<file path="src/common/cswm_regs.vh">
// register indices, field positions and reset values of the window mapper
`ifndef CSWM_REGS_VH
`define CSWM_REGS_VH
// register index = byte address / 4; window n word k = base + 4*n + k
`define CSWM_MW_BASE 8'h00
`define CSWM_IO_BASE 8'h18
`define CSWM_WIN_STRIDE 8'h04
`define CSWM_W_RANGE 2'h0
`define CSWM_W_XLATE 2'h1
`define CSWM_W_CTL 2'h2
`define CSWM_MISC1 8'h16
`define CSWM_MISC3 8'h25
`define CSWM_STATUS 8'h20
// index field of haddr
`define CSWM_IDX_HI 9
`define CSWM_IDX_LO 2
`define CSWM_HSIZE_WORD 3'h2
// memory window range word: start 11:0, end 27:16 (4-Kbyte blocks)
`define CSWM_MW_START_HI 11
`define CSWM_MW_START_LO 0
`define CSWM_MW_END_HI 27
`define CSWM_MW_END_LO 16
`define CSWM_MW_RANGE_MASK 32'h0fff_0fff
// memory window translate word: offset 13:0, upper page 31:24
`define CSWM_MW_OFF_HI 13
`define CSWM_MW_OFF_LO 0
`define CSWM_MW_UP_HI 31
`define CSWM_MW_UP_LO 24
`define CSWM_MW_XLATE_MASK 32'hff00_3fff
// host address fields
`define CSWM_PAGE_HI 31
`define CSWM_PAGE_LO 24
`define CSWM_BLK_HI 23
`define CSWM_BLK_LO 12
`define CSWM_IO_SPACE_HI 31
`define CSWM_IO_SPACE_LO 16
`define CSWM_BLK_ZERO 12'h000
// i/o window range word: start 15:0, end 31:16; translate offset 15:0
`define CSWM_IO_START_HI 15
`define CSWM_IO_START_LO 0
`define CSWM_IO_END_HI 31
`define CSWM_IO_END_LO 16
`define CSWM_IO_OFF_HI 15
`define CSWM_IO_OFF_LO 0
// control word bits
`define CSWM_EN_BIT 0
`define CSWM_TSET_BIT 1
`define CSWM_REG_BIT 2
`define CSWM_WP_BIT 3
`define CSWM_AUTO_BIT 2
`define CSWM_SZ16_BIT 3
`define CSWM_MM_EN_BIT 0
`define CSWM_MM_ARM_BIT 7
`define CSWM_ZV_STAT_BIT 8
// reset values
`define CSWM_CFG_RST 32'h0000_0000
`define CSWM_CTL_RST 4'h0
`define CSWM_MISC_RST 8'h00
`define CSWM_OFF_RST 16'h0000
`endif

</file>
<file path="src/rtl/cswm_memwin.v">
// one memory window: page, range compare and card address translation
`default_nettype none
`include "cswm_regs.vh"
module cswm_memwin (
   input wire [31:0] addr,
   input wire [31:0] range_w,
   input wire [31:0] xlate_w,
   input wire enable,
   output wire hit,
   output wire [25:0] card_addr
);
   wire [7:0] page;
   wire [7:0] upper;
   wire [11:0] blk;
   wire [11:0] start_blk;
   wire [11:0] end_blk;
   wire [13:0] offset;

   // field extraction
   assign page = addr[`CSWM_PAGE_HI:`CSWM_PAGE_LO];
   assign upper = xlate_w[`CSWM_MW_UP_HI:`CSWM_MW_UP_LO];
   assign blk = addr[`CSWM_BLK_HI:`CSWM_BLK_LO];
   assign start_blk = range_w[`CSWM_MW_START_HI:`CSWM_MW_START_LO];
   assign end_blk = range_w[`CSWM_MW_END_HI:`CSWM_MW_END_LO];
   assign offset = xlate_w[`CSWM_MW_OFF_HI:`CSWM_MW_OFF_LO];

   // enable, page match and inclusive 4-Kbyte range
   assign hit = enable & (page == upper) & // [RL2] [RL6] [RL17]
      (blk >= start_blk) & (blk <= end_blk); // [RL3] [RL4]

   // offset counts 4-Kbyte blocks; carries past bit 25 are dropped
   assign card_addr = addr[25:0] + {offset, `CSWM_BLK_ZERO}; // [RL5]
endmodule // cswm_memwin
`default_nettype wire

</file>
<file path="src/rtl/cswm_mapper.v">
// socket window mapper: ahb-lite registers, window decode, card address
// Operation
// [RL1] five memory windows per socket map host memory onto the card
// [RL2] each memory window has its own enable; disabled windows never claim
// [RL3] memory window start is 4-Kbyte aligned inside the selected page
// [RL4] 4-Kbyte aligned end; only accesses from start to end claimed
// [RL5] card address is host address plus the window offset
// [RL6] per-window upper address selects the 16-Mbyte host page
// [RL7] each window picks timing set zero or timing set one
// [RL8] per-window bit asserts the attribute select on card accesses
// [RL9] write-protected window drops writes, reads proceed
// [RL10] two i/o windows per socket, each with its own enable
// [RL11] i/o start and end at byte granularity within 64 Kbytes
// [RL12] automatic sizing takes i/o width from the card 16-bit signal
// [RL13] manual 8 or 16 bit i/o width overrides automatic sizing; here the size bit is used only when the auto bit is clear
// [RL14] software must never program overlapping windows
// [RL15] zoomed video only when multimedia enable and arm both set
// [RL16] zoomed video floats card address lines 25 to 4
// [RL17] hit needs page match and inclusive start-to-end range
//
// Design decision made here: the AHB-Lite slave port.
`default_nettype none
`include "cswm_regs.vh"
module cswm_mapper #(
   parameter NMW = 5,
   parameter NIO = 2
) (
   input wire hclk,
   input wire hresetn,
   input wire hsel,
   input wire [31:0] haddr,
   input wire [1:0] htrans,
   input wire hwrite,
   input wire [2:0] hsize,
   input wire [31:0] hwdata,
   input wire hready,
   output reg [31:0] hrdata,
   output reg hreadyout,
   output reg hresp,
   input wire host_req,
   input wire host_io,
   input wire host_write,
   input wire [31:0] host_addr,
   input wire card_iois16_n,
   output reg claim,
   output reg card_req,
   output reg wp_drop,
   output reg [25:0] card_addr,
   output reg card_reg_n,
   output reg card_io,
   output reg card_write,
   output reg card_wide,
   output reg card_tset,
   output reg card_addr_hi_oe
);
   // bus slave state
   reg wr_pend;
   reg [7:0] wr_idx;
   reg rd_late;
   reg [7:0] rd_idx;
   reg [7:0] misc1;
   reg [7:0] misc3;
   reg [NMW+NIO-1:0] last_hit;
   wire accept;
   wire [7:0] addr_idx;
   wire [7:0] rsel_idx;
   wire zv_mode;
   reg [31:0] rdata;
   // per-window flattened results
   wire [NMW-1:0] mw_hit;
   wire [26*NMW-1:0] mw_caddr;
   wire [4*NMW-1:0] mw_ctl;
   wire [32*NMW-1:0] rb_mw;
   wire [NIO-1:0] io_hit;
   wire [26*NIO-1:0] io_caddr;
   wire [4*NIO-1:0] io_ctl;
   wire [32*NIO-1:0] rb_io;
   // selected window
   reg sel_hit;
   reg [25:0] sel_addr;
   reg sel_reg;
   reg sel_wp;
   reg sel_tset;
   reg sel_wide;
   reg [NMW+NIO-1:0] sel_mask;
   integer i;
   integer k;

   assign accept = hsel & htrans[1] & hready;
   assign addr_idx = haddr[`CSWM_IDX_HI:`CSWM_IDX_LO];
   // a read stalled behind a write reuses its captured index
   assign rsel_idx = rd_late ? rd_idx : addr_idx;
   assign zv_mode = misc1[`CSWM_MM_EN_BIT] & misc3[`CSWM_MM_ARM_BIT]; // [RL15]

   // memory windows: registers, readback and decoder per window
   genvar g;
   generate
      for (g = 0; g < NMW; g = g + 1) begin : g_mw // [RL1]
         // integer sum cut to the 8-bit register index on purpose
         localparam integer BASE_I = `CSWM_MW_BASE + `CSWM_WIN_STRIDE * g;
         localparam [7:0] BASE = BASE_I[7:0];
         reg [31:0] rng;
         reg [31:0] xl;
         reg [3:0] ctl;
         wire [31:0] sub_rd;
         // software writes land in the data phase
         always @(posedge hclk or negedge hresetn) begin
            if (!hresetn) begin
               rng <= `CSWM_CFG_RST;
               xl <= `CSWM_CFG_RST;
               ctl <= `CSWM_CTL_RST;
            end else if (wr_pend && wr_idx[7:2] == BASE[7:2]) begin
               case (wr_idx[1:0])
                  `CSWM_W_RANGE: rng <= hwdata & `CSWM_MW_RANGE_MASK;
                  `CSWM_W_XLATE: xl <= hwdata & `CSWM_MW_XLATE_MASK;
                  `CSWM_W_CTL: ctl <= hwdata[3:0];
                  default: ctl <= ctl;
               endcase
            end
         end
         assign sub_rd = (rsel_idx[1:0] == `CSWM_W_RANGE) ? rng :
            (rsel_idx[1:0] == `CSWM_W_XLATE) ? xl :
            (rsel_idx[1:0] == `CSWM_W_CTL) ? {28'h0000000, ctl} :
            32'h0000_0000;
         assign rb_mw[g*32 +: 32] =
            (rsel_idx[7:2] == BASE[7:2]) ? sub_rd : 32'h0000_0000;
         assign mw_ctl[g*4 +: 4] = ctl;
         cswm_memwin u_win (
            .addr(host_addr),
            .range_w(rng),
            .xlate_w(xl),
            .enable(ctl[`CSWM_EN_BIT]),
            .hit(mw_hit[g]),
            .card_addr(mw_caddr[g*26 +: 26])
         );
      end
   endgenerate

   // i/o windows: byte-granular range inside the 64-Kbyte i/o space
   generate
      for (g = 0; g < NIO; g = g + 1) begin : g_io // [RL10]
         localparam integer BASE_I = `CSWM_IO_BASE + `CSWM_WIN_STRIDE * g;
         localparam [7:0] BASE = BASE_I[7:0];
         reg [31:0] rng;
         reg [15:0] off;
         reg [3:0] ctl;
         wire [15:0] port;
         wire [15:0] sum;
         wire [31:0] sub_rd;
         always @(posedge hclk or negedge hresetn) begin
            if (!hresetn) begin
               rng <= `CSWM_CFG_RST;
               off <= `CSWM_OFF_RST;
               ctl <= `CSWM_CTL_RST;
            end else if (wr_pend && wr_idx[7:2] == BASE[7:2]) begin
               case (wr_idx[1:0])
                  `CSWM_W_RANGE: rng <= hwdata;
                  `CSWM_W_XLATE: off <= hwdata[`CSWM_IO_OFF_HI:0];
                  `CSWM_W_CTL: ctl <= hwdata[3:0];
                  default: ctl <= ctl;
               endcase
            end
         end
         assign port = host_addr[15:0];
         // upper host bits must be clear: i/o space is 64 Kbytes
         assign io_hit[g] = ctl[`CSWM_EN_BIT] & // [RL10]
            (host_addr[`CSWM_IO_SPACE_HI:`CSWM_IO_SPACE_LO] == 16'h0000) &
            (port >= rng[`CSWM_IO_START_HI:`CSWM_IO_START_LO]) & // [RL11]
            (port <= rng[`CSWM_IO_END_HI:`CSWM_IO_END_LO]);
         assign sum = port + off; // [RL5]
         assign io_caddr[g*26 +: 26] = {10'h000, sum};
         assign io_ctl[g*4 +: 4] = ctl;
         assign sub_rd = (rsel_idx[1:0] == `CSWM_W_RANGE) ? rng :
            (rsel_idx[1:0] == `CSWM_W_XLATE) ? {16'h0000, off} :
            (rsel_idx[1:0] == `CSWM_W_CTL) ? {28'h0000000, ctl} :
            32'h0000_0000;
         assign rb_io[g*32 +: 32] =
            (rsel_idx[7:2] == BASE[7:2]) ? sub_rd : 32'h0000_0000;
      end
   endgenerate

   // pick the hitting window; lowest index wins, since overlap is a
   // software fault and must not leave the card signals undefined
   always @* begin
      sel_hit = 1'b0;
      sel_addr = 26'h0000000;
      sel_reg = 1'b0;
      sel_wp = 1'b0;
      sel_tset = 1'b0;
      sel_wide = 1'b0;
      sel_mask = {(NMW+NIO){1'b0}};
      if (host_io) begin
         for (i = NIO - 1; i >= 0; i = i - 1) begin
            if (io_hit[i]) begin
               sel_hit = 1'b1;
               sel_addr = io_caddr[i*26 +: 26];
               sel_tset = io_ctl[i*4 + `CSWM_TSET_BIT]; // [RL7]
               // manual size unless auto is set
               if (io_ctl[i*4 + `CSWM_AUTO_BIT]) begin
                  sel_wide = ~card_iois16_n; // [RL12]
               end else begin
                  sel_wide = io_ctl[i*4 + `CSWM_SZ16_BIT]; // [RL13]
               end
            end
         end
         sel_mask[NMW+NIO-1:NMW] = io_hit;
      end else begin
         for (i = NMW - 1; i >= 0; i = i - 1) begin
            if (mw_hit[i]) begin
               sel_hit = 1'b1;
               sel_addr = mw_caddr[i*26 +: 26];
               sel_reg = mw_ctl[i*4 + `CSWM_REG_BIT]; // [RL8]
               sel_wp = mw_ctl[i*4 + `CSWM_WP_BIT]; // [RL9]
               sel_tset = mw_ctl[i*4 + `CSWM_TSET_BIT]; // [RL7]
               sel_wide = 1'b1;
            end
         end
         sel_mask[NMW-1:0] = mw_hit;
      end
   end

   // readback mux; unmapped indices read zero
   always @* begin
      rdata = 32'h0000_0000;
      for (k = 0; k < NMW; k = k + 1) begin
         rdata = rdata | rb_mw[k*32 +: 32];
      end
      for (k = 0; k < NIO; k = k + 1) begin
         rdata = rdata | rb_io[k*32 +: 32];
      end
      if (rsel_idx == `CSWM_MISC1) begin
         rdata = {24'h000000, misc1};
      end
      if (rsel_idx == `CSWM_MISC3) begin
         rdata = {24'h000000, misc3};
      end
      if (rsel_idx == `CSWM_STATUS) begin
         rdata = 32'h0000_0000;
         rdata[NMW+NIO-1:0] = last_hit;
         rdata[`CSWM_ZV_STAT_BIT] = zv_mode;
      end
   end

   // ahb-lite slave: writes zero wait, reads zero wait except one wait
   // state right behind a write, so readback never shows stale data
   always @(posedge hclk or negedge hresetn) begin
      if (!hresetn) begin
         wr_pend <= 1'b0;
         wr_idx <= 8'h00;
         rd_late <= 1'b0;
         rd_idx <= 8'h00;
         hrdata <= 32'h0000_0000;
         hreadyout <= 1'b1;
         hresp <= 1'b0;
      end else begin
         hresp <= 1'b0;
         wr_pend <= accept & hwrite & (hsize == `CSWM_HSIZE_WORD);
         if (accept) begin
            wr_idx <= addr_idx;
         end
         if (rd_late) begin
            hrdata <= rdata;
            hreadyout <= 1'b1;
            rd_late <= 1'b0;
         end else if (accept && !hwrite && wr_pend) begin
            rd_idx <= addr_idx;
            rd_late <= 1'b1;
            hreadyout <= 1'b0;
         end else if (accept && !hwrite) begin
            hrdata <= rdata;
         end
      end
   end

   // misc control registers for the multimedia path
   always @(posedge hclk or negedge hresetn) begin
      if (!hresetn) begin
         misc1 <= `CSWM_MISC_RST;
         misc3 <= `CSWM_MISC_RST;
      end else if (wr_pend) begin
         if (wr_idx == `CSWM_MISC1) begin
            misc1 <= hwdata[7:0];
         end
         if (wr_idx == `CSWM_MISC3) begin
            misc3 <= hwdata[7:0];
         end
      end
   end

   // card-side outputs, one cycle after the host request
   always @(posedge hclk or negedge hresetn) begin
      if (!hresetn) begin
         claim <= 1'b0;
         card_req <= 1'b0;
         wp_drop <= 1'b0;
         card_addr <= 26'h0000000;
         card_reg_n <= 1'b1;
         card_io <= 1'b0;
         card_write <= 1'b0;
         card_wide <= 1'b0;
         card_tset <= 1'b0;
         card_addr_hi_oe <= 1'b1;
         last_hit <= {(NMW+NIO){1'b0}};
      end else begin
         claim <= host_req & sel_hit; // [RL2] [RL17]
         // protected writes are claimed but start no card cycle
         card_req <= host_req & sel_hit & ~(host_write & sel_wp); // [RL9]
         wp_drop <= host_req & sel_hit & host_write & sel_wp; // [RL9]
         // floating a[25:4] hands the bus to the zoomed video sink
         card_addr_hi_oe <= ~zv_mode; // [RL16]
         if (host_req) begin
            last_hit <= sel_mask;
         end
         if (host_req && sel_hit) begin
            card_addr <= sel_addr; // [RL5]
            card_reg_n <= ~sel_reg; // [RL8]
            card_io <= host_io;
            card_write <= host_write;
            card_wide <= sel_wide; // [RL12] [RL13]
            card_tset <= sel_tset; // [RL7]
         end
      end
   end
endmodule // cswm_mapper
`default_nettype wire

</file>
<file path="config.mk">
export PLATFORM = sky130hd
export DESIGN_NAME = cswm_mapper
export DESIGN_NICKNAME = d
export VERILOG_FILES = /design/src/rtl/cswm_memwin.v /design/src/rtl/cswm_mapper.v
export VERILOG_INCLUDE_DIRS = /design/src /design/src/common
export SDC_FILE = /design/constraint.sdc
export NUM_CORES = 1
export LEC_CHECK = 0
export BUFFER_PORTS_ARGS = -buffer_cell sky130_fd_sc_hd__clkbuf_2
export CAP_MARGIN = 15
export CORE_MARGIN = 8
export CORE_UTILIZATION = 58
export DETAILED_ROUTE_END_ITERATION = 8
export PLACE_DENSITY_LB_ADDON = 0.12
export RECOVER_POWER = 50
export SYNTH_ARGS = -nofsm -noshare
export SYNTH_HDL_FRONTEND = slang
export SYNTH_SLANG_ARGS = --single-unit
</file>
<file path="constraint.sdc">
create_clock -name hclk -period 3.6 [get_ports hclk]
set_input_delay 0.18 -clock hclk [delete_from_list [all_inputs] [get_ports hclk]]
set_output_delay 0.18 -clock hclk [all_outputs]
set_load 0.05 [all_outputs]
</file>
After elaboration in Yosys (flattened, before gate mapping)
Index checks and enable logic that the tools add are counted.
{"block": "classes", "bitwise": 42, "n_reduce_logical": 43, "add_sub_neg": 7, "n_mux": 82, "eq_ne": 28, "order_cmp": 14}
{"operator": "32-bit 2-to-1 mux", "count": 25}
{"operator": "32-bit OR", "count": 6}
{"operator": "26-bit 2-to-1 mux", "count": 7}
{"operator": "26-bit adder", "count": 5}
{"operator": "12-bit >= comparator", "count": 5}
{"operator": "12-bit less-or-equal comparator", "count": 5}
{"operator": "2-bit AND reduction", "count": 25}
{"operator": "16-bit 2-to-1 mux", "count": 3}
{"operator": "8-bit == test", "count": 5}
{"operator": "1-bit 2-to-1 mux", "count": 37}
{"operator": "6-bit by 3-bit == test with 1-bit output, second input constant", "count": 6}
{"operator": "16-bit adder", "count": 2}
{"operator": "16-bit >= comparator", "count": 2}
{"operator": "16-bit less-or-equal comparator", "count": 2}
{"operator": "1-bit bitwise AND", "count": 31}
{"operator": "4-bit 2-to-1 mux", "count": 7}
{"operator": "6-bit by 2-bit == test with 1-bit output, second input constant", "count": 4}
{"operator": "8-bit by 6-bit == test with 1-bit output, second input constant", "count": 3}
{"operator": "8-bit by 5-bit == test with 1-bit output, second input constant", "count": 2}
{"operator": "16-bit zero test", "count": 1}
{"operator": "6-bit by 1-bit == test with 1-bit output, second input constant", "count": 2}
{"operator": "6-bit zero test", "count": 2}
{"operator": "1-bit logical AND", "count": 10}
{"operator": "8-bit 2-to-1 mux", "count": 1}
{"operator": "10 further kinds", "count": 18}
{"block": "word_totals", "elab_cells": 256, "inputBits": 110, "out_inout_bits": 69, "reg_bits": 463}

Logic depth before layout (Yosys ltp)
{"block": "logic_depth", "word_depth": 18, "ltp_mapped": 14, "ltp_nobuf": 12}

By module
From an unflattened synthesis, not the netlist that was laid out.
{"block": "hier_totals", "cells_unflattened": 3255, "hier_area_um2": 31750.5}
{"module": "cswm_mapper", "cells_each": 2287, "seq_area_each_um2": 11589.9, "area_each_um2": 24527.3, "instances": 1}
{"module": "cswm_memwin at g_mw[0].u_win ...", "cells_each": 195, "seq_area_each_um2": 0.0, "area_each_um2": 1452.6, "instances": 4}
{"module": "cswm_memwin at g_mw[4].u_win", "cells_each": 188, "seq_area_each_um2": 0.0, "area_each_um2": 1412.6, "instances": 1}

Least setup slack after synthesis
OpenSTA, ideal clock, no wires.
{"block": "synth_timing", "kind": "register to register", "startpoint": "register g_io[1].rng[25]", "endpoint": "register card_addr[18]", "period_less_slack_ps": 3091, "setup_ps": 118, "arrival_time_ps": 2973, "stages_incl_launch_ff": 12, "setup_slack_ps": 509, "t_required_ps": 3482, "n_path_buf": 1, "path_cell_list": "dfrtp_1 > inv_1 > ha_1 > nand4_1 > nor4_1 > and4b_1 > or4_1 > a211o_1 > o221a_2 > a311o_1 > buf_2 > a21o_1"}
{"block": "synth_via", "elab_chain_cells": 6}
{"element": "start, declared", "line_no": "cswm_mapper.v:144", "source": "reg [31:0] rng;"}
{"element": "start signal, assigned", "line_no": "cswm_mapper.v:152", "source": "rng <= `CSWM_CFG_RST;"}
{"element": "start signal, assigned", "line_no": "cswm_mapper.v:157", "source": "`CSWM_W_RANGE: rng <= hwdata;"}
{"element": "16-bit less-or-equal comparator", "line_no": "cswm_mapper.v:169", "source": "(port <= rng[`CSWM_IO_END_HI:`CSWM_IO_END_LO]);"}
{"element": "1-bit bitwise AND", "line_no": "cswm_mapper.v:166", "source": "assign io_hit[g] = ctl[`CSWM_EN_BIT] &"}
{"element": "1-bit 2-to-1 mux (2 in a row)", "line_no": "cswm_mapper.v:194", "source": "if (io_hit[i]) begin"}
{"element": "1-bit 2-to-1 mux", "line_no": "cswm_mapper.v:192", "source": "if (host_io) begin"}
{"element": "1-bit logical AND", "line_no": "cswm_mapper.v:314", "source": "if (host_req && sel_hit) begin"}
{"element": "end signal, assigned", "line_no": "cswm_mapper.v:315", "source": "card_addr <= sel_addr;"}
{"element": "end, declared", "line_no": "cswm_mapper.v:48", "source": "output reg [25:0] card_addr,"}
No other way between the ends.
A chain may end at the register's enable or synchronous reset.

Worst setup path after layout
{"block": "layout_timing", "startpoint": "register g_io[1].rng[17]", "endpoint": "register card_addr[16]"}
The elaborated chain is that of the path after synthesis.

==> flow_results.xml <==
<?xml version="1.0" encoding="UTF-8"?>
<metrics>
  <group name="outcome">
    <metric name="outcome" unit="">finished with violations</metric>
    <metric name="violated_checks" unit="">capacitance limit, slew limit</metric>
  </group>
  <group name="sta">
    <metric name="grt_setup_unrepaired" unit="">true</metric>
    <metric name="fin_setup_tns" unit="ps">0</metric>
    <metric name="max_slew_margin" unit="">-1.12</metric>
    <metric name="report.final.hold_viol_count" unit="">0</metric>
    <metric name="clock_period_minus_final_worst_setup_slack" unit="ps">3530</metric>
    <metric name="final_min_period_over_clock_period" unit="">0.980</metric>
    <metric name="finClkSkew" unit="ps">14.9</metric>
    <metric name="report.final.slew_viol_count" unit="">53</metric>
    <metric name="report.final.setup_viol" unit="">0</metric>
    <metric name="timing_worst_slew_pin_value" unit="ps">3180</metric>
    <metric name="fmax" unit="GHz">0.283</metric>
  </group>
  <group name="global_routing">
    <metric name="overflow" unit="">0</metric>
    <metric name="groute.layer.met3.usage" unit="">0.111</metric>
    <metric name="grt.met1_usage" unit="">0.515</metric>
    <metric name="first_global_vias" unit="">27700</metric>
    <metric name="globalRouteTotalUtil" unit="">0.399</metric>
    <metric name="grt.met2_usage" unit="">0.579</metric>
    <metric name="antenna_found_initial" unit="">2</metric>
    <metric name="largest_net_degree_at_the_start_of_global_routing" unit="">121</metric>
    <metric name="grt_pass1_wl" unit="um">178000</metric>
    <metric name="grt-busiest-layer" unit="">met2</metric>
  </group>
  <group name="power">
    <metric name="p_per_area" unit="mW/mm2">363</metric>
    <metric name="internal_power" unit="uW">8950</metric>
    <metric name="p_switching" unit="uW">3720</metric>
    <metric name="total_chip_power" unit="uW">12700</metric>
    <metric name="switching_power_share_of_the_total" unit="">0.294</metric>
    <metric name="power.sequential.fraction" unit="">0.435</metric>
    <metric name="clockPowerShare" unit="">0.416</metric>
    <metric name="combinationalPowerShare" unit="">0.149</metric>
    <metric name="vdd_ir_drop_max" unit="uV">384</metric>
    <metric name="power.static_leakage" unit="uW">0.0167</metric>
  </group>
  <group name="logic_synthesis">
    <metric name="post-synth-top-area-cell" unit="">sky130_fd_sc_hd__dfrtp_1</metric>
    <metric name="yosys_warning_count" unit="">0</metric>
    <metric name="seq_area_frac_synth" unit="">0.384</metric>
    <metric name="syn_inst" unit="">3180</metric>
    <metric name="synth_enable_flop_cells" unit="">0</metric>
    <metric name="synth_top_cell_area_share" unit="">0.381</metric>
    <metric name="avgSynthCellArea" unit="um2">9.49</metric>
    <metric name="synthMostInstantiatedCell" unit="">sky130_fd_sc_hd__dfrtp_1</metric>
    <metric name="synthesis.area" unit="mm2">0.0302</metric>
    <metric name="synth-seq-cells" unit="">463</metric>
    <metric name="asyncSetResetFlopFracSynth" unit="">1.00</metric>
    <metric name="distinct_cells_synth" unit="">83</metric>
    <metric name="synth-main-ff-cell" unit="">sky130_fd_sc_hd__dfrtp_1</metric>
    <metric name="mapped_nets" unit="">3576</metric>
    <metric name="synth_common_cells" unit="">sky130_fd_sc_hd__dfrtp_1, sky130_fd_sc_hd__nand2_1, sky130_fd_sc_hd__mux2_2, sky130_fd_sc_hd__ha_1, sky130_fd_sc_hd__o21ai_0</metric>
    <metric name="synth_area_leaders" unit="">sky130_fd_sc_hd__dfrtp_1, sky130_fd_sc_hd__ha_1, sky130_fd_sc_hd__mux2_2</metric>
  </group>
  <group name="setup_path">
    <metric name="slowest_cell_delay_on_critical_path" unit="ps">430</metric>
    <metric name="timing.critical_path.to_type" unit="">flip-flop</metric>
    <metric name="cpMaxStageDelayCell" unit="">sky130_fd_sc_hd__or4_4</metric>
    <metric name="crit-reg2reg-launch" unit="">g_io[1].rng[17]$_DFFE_PN0P_</metric>
    <metric name="setup.reg_to_reg.worst_slack" unit="ps">70</metric>
    <metric name="worstPathCellList" unit="">inv_1 &gt; ha_1 &gt; nand4_1 &gt; nor4_2 &gt; and4b_1 &gt; or4_4 &gt; a211o_4 &gt; o221a_4 &gt; a311oi_4 &gt; buf_4 &gt; mux2_2</metric>
    <metric name="critical_path_fanouts_max" unit="">3</metric>
    <metric name="cp_data_required_time" unit="ps">4100</metric>
    <metric name="worst_setup_path_start_kind" unit="">flip-flop</metric>
    <metric name="crit_start" unit="">g_io[1].rng[17]$_DFFE_PN0P_</metric>
    <metric name="cp_data_arrival_time" unit="ps">4020</metric>
    <metric name="worst-setup-path-type" unit="">flip-flop to flip-flop</metric>
    <metric name="critPathCapture" unit="">card_addr[16]$_DFFE_PN0P_</metric>
    <metric name="worst_r2r_path_depth" unit="">11</metric>
    <metric name="worst_r2r_dst" unit="">card_addr[16]$_DFFE_PN0P_</metric>
  </group>
  <group name="die">
    <metric name="num_rows" unit="">83</metric>
    <metric name="die_h" unit="um">244</metric>
    <metric name="boundaryPins" unit="">179</metric>
    <metric name="starting_utilization_of_the_core_area" unit="">0.587</metric>
    <metric name="die_width" unit="um">244</metric>
    <metric name="core_area" unit="mm2">0.0514</metric>
    <metric name="fp.dieArea" unit="mm2">0.0596</metric>
  </group>
  <group name="clock_network">
    <metric name="cts_sinks" unit="">463</metric>
    <metric name="ctsRootBufferMaster" unit="">sky130_fd_sc_hd__clkbuf_16</metric>
    <metric name="cts_tree" unit="">built</metric>
    <metric name="cts_buffer_depth" unit="">3</metric>
    <metric name="clock_insertion_delay_worst_skew" unit="ps">620</metric>
    <metric name="cts_buffers" unit="">51</metric>
    <metric name="h-tree-depth" unit="">2</metric>
    <metric name="cts.reportedPaths.clkPinSlew" unit="ps">60</metric>
  </group>
  <group name="place">
    <metric name="placement.cell_area" unit="mm2">0.0328</metric>
    <metric name="port_buffers" unit="">152</metric>
    <metric name="dpl.hpwl" unit="um">93500</metric>
    <metric name="gp_congestion" unit="">1.00</metric>
  </group>
  <group name="route">
    <metric name="drt_first_pass_iters" unit="">9</metric>
    <metric name="vias_per_cell" unit="">6.71</metric>
    <metric name="totalWireLength" unit="um">122000</metric>
    <metric name="post-route-drc-count" unit="">0</metric>
    <metric name="wl_per_cell" unit="um">29.2</metric>
    <metric name="route.vias.total" unit="">28000</metric>
    <metric name="dr.first_iter.drc_count" unit="">3543</metric>
    <metric name="ant_nets" unit="">0</metric>
  </group>
  <group name="worst_hold_path">
    <metric name="worstHoldPathType" unit="">input pin to flip-flop</metric>
    <metric name="worstHoldStart" unit="">hwdata[31]</metric>
    <metric name="worst_hold_path.num_cells" unit="">3</metric>
  </group>
  <group name="cells_and_area">
    <metric name="n_fill_cell" unit="">4076</metric>
    <metric name="drive_above_1_share" unit="">0.215</metric>
    <metric name="nNetsFinal" unit="">3852</metric>
    <metric name="final_design_area_no_fill" unit="mm2">0.0349</metric>
    <metric name="regArea" unit="mm2">0.0116</metric>
    <metric name="multi_input_area" unit="mm2">0.0174</metric>
    <metric name="areaGrowthSynthToFinish" unit="%">15.6</metric>
  </group>
  <group name="flow_run">
    <metric name="maxCapViolations" unit="">1</metric>
  </group>
</metrics>
[power by group through the flow]
stage | Sequential, uW | Combinational (uW) | Clock [uW]
3_3_place_gp | 5580 | 1760 | 0
3_5_place_dp | 5590 | 1800 | 0
2_1_floorplan | 5730 | 855 | 0
5_1_grt | 5520 | 2020 | 5490
4_1_cts | 5500 | 1830 | 5280
6_report | 5510 | 1890 | 5270
[critical path: cells and delay by family, from the launching register on]
| kind | cells | cell delay (ps) |
|---|---|---|
| and+or+nand+nor | 4 | 1110 |
| muxes | 1 | 320 |
| buffers and inverters | 2 | 280 |
| AOI/OAI and AO/OA | 3 | 1030 |
| adders and majority gates | 1 | 290 |
| DFF | 1 | 390 |
[sequential cells by signal (all words and copies together), names as in the netlist, 7 cells and up]
| signal | count |
|---|---|
| g_io.ctl | 8 |
| misc1 | 8 |
| rd_idx | 8 |
| g_mw.rng | 120 |
| g_io.off | 32 |
| g_io.rng | 64 |
| misc3 | 8 |
| last_hit | 7 |
| g_mw.xl | 110 |
| g_mw.ctl | 20 |
| wr_idx | 8 |
| card_addr | 26 |
| hrdata | 32 |
[per-stage QoR]
step	utilization	std cells	hold slack, ps	worst slack (ps)
2_1_floorplan	-	3180	-116	509
3_3_place_gp	0.638	4051	161	-206
3_5_place_dp	0.638	4051	166	-214
4_1_cts	0.676	4173	1.39	2.42
5_1_grt	0.679	4179	27.9	-62.1
6_report	0.679	4181	19.2	72.2
[worst min-delay path by stage]
stage and to:
2_1_floorplan card_addr[0]$_DFFE_PN0P_, 3_3_place_gp g_mw[2].xl[11]$_DFFE_PN0P_, 3_5_place_dp g_mw[2].xl[11]$_DFFE_PN0P_, 4_1_cts g_io[0].rng[31]$_DFFE_PN0P_, 5_1_grt g_io[0].rng[29]$_DFFE_PN0P_, 6_report g_io[0].rng[31]$_DFFE_PN0P_
[cells by family after synthesis]
| family | Yosys count | synth area share |
|---|---|---|
| buffers and inverters | 366 | 0.0473 |
| AO/OA/AOI/OAI | 850 | 0.182 |
| multiplexers | 297 | 0.110 |
| AND/OR/NAND/NOR | 808 | 0.124 |
| XOR/XNOR | 109 | 0.0321 |
| other | 1 | 0.000124 |
| adder cells (fa/ha/maj) | 286 | 0.120 |
| flip-flops | 463 | 0.384 |
[cells in the final DEF, fill, tap and decap left out, types with 30 or more instances in the layout]
| cell type | count |
|---|---|
| sky130_fd_sc_hd__a21o_1 | 33 |
| sky130_fd_sc_hd__mux2_2 | 286 |
| sky130_fd_sc_hd__nand3_1 | 64 |
| sky130_fd_sc_hd__xnor2_1 | 68 |
| sky130_fd_sc_hd__clkbuf_1 | 37 |
| sky130_fd_sc_hd__dfrtp_1 | 460 |
| sky130_fd_sc_hd__nor3_1 | 61 |
| sky130_fd_sc_hd__a211oi_1 | 30 |
| sky130_fd_sc_hd__ha_1 | 277 |
| sky130_fd_sc_hd__o21ai_0 | 239 |
| sky130_fd_sc_hd__inv_1 | 216 |
| sky130_fd_sc_hd__buf_4 | 183 |
| sky130_fd_sc_hd__a21oi_1 | 203 |
| sky130_fd_sc_hd__nor2_1 | 170 |
| sky130_fd_sc_hd__clkbuf_2 | 130 |
| sky130_fd_sc_hd__xor2_1 | 39 |
| sky130_fd_sc_hd__clkbuf_16 | 52 |
| sky130_fd_sc_hd__nand4_1 | 42 |
| sky130_fd_sc_hd__nand2_1 | 306 |
| sky130_fd_sc_hd__a22oi_1 | 44 |
[final cells by class]
class,count,share of cell area
multi-input combinational,2351,0.499
tap,680,0.0244
inverter,216,0.0232
sequential,463,0.332
clock inverter,21,0.00534
clock buffer,75,0.0418
timing repair buffer,373,0.0742
antenna,2,0.000143
[metal layers]
metal / share of wire / routed length, um / vias up
met5: 0.000090 / 11 / -
met2: 0.41 / 50500 / 1752
met3: 0.12 / 14600 / 402
li1: - / - / 12200
met1: 0.38 / 46800 / 13700
met4: 0.083 / 10100 / 2
[timing repair]
item | 4_1_cts | 5_1_grt
hold buffers | 26 | 0
gates resized for setup | 6 | 31
setup endpoints to repair | 25 | 45
endpoints found under the hold margin | 134 | 0
buffers inserted | 0 | 5
pin swaps | 0 | 12
Power figures use the tool's default switching activity.
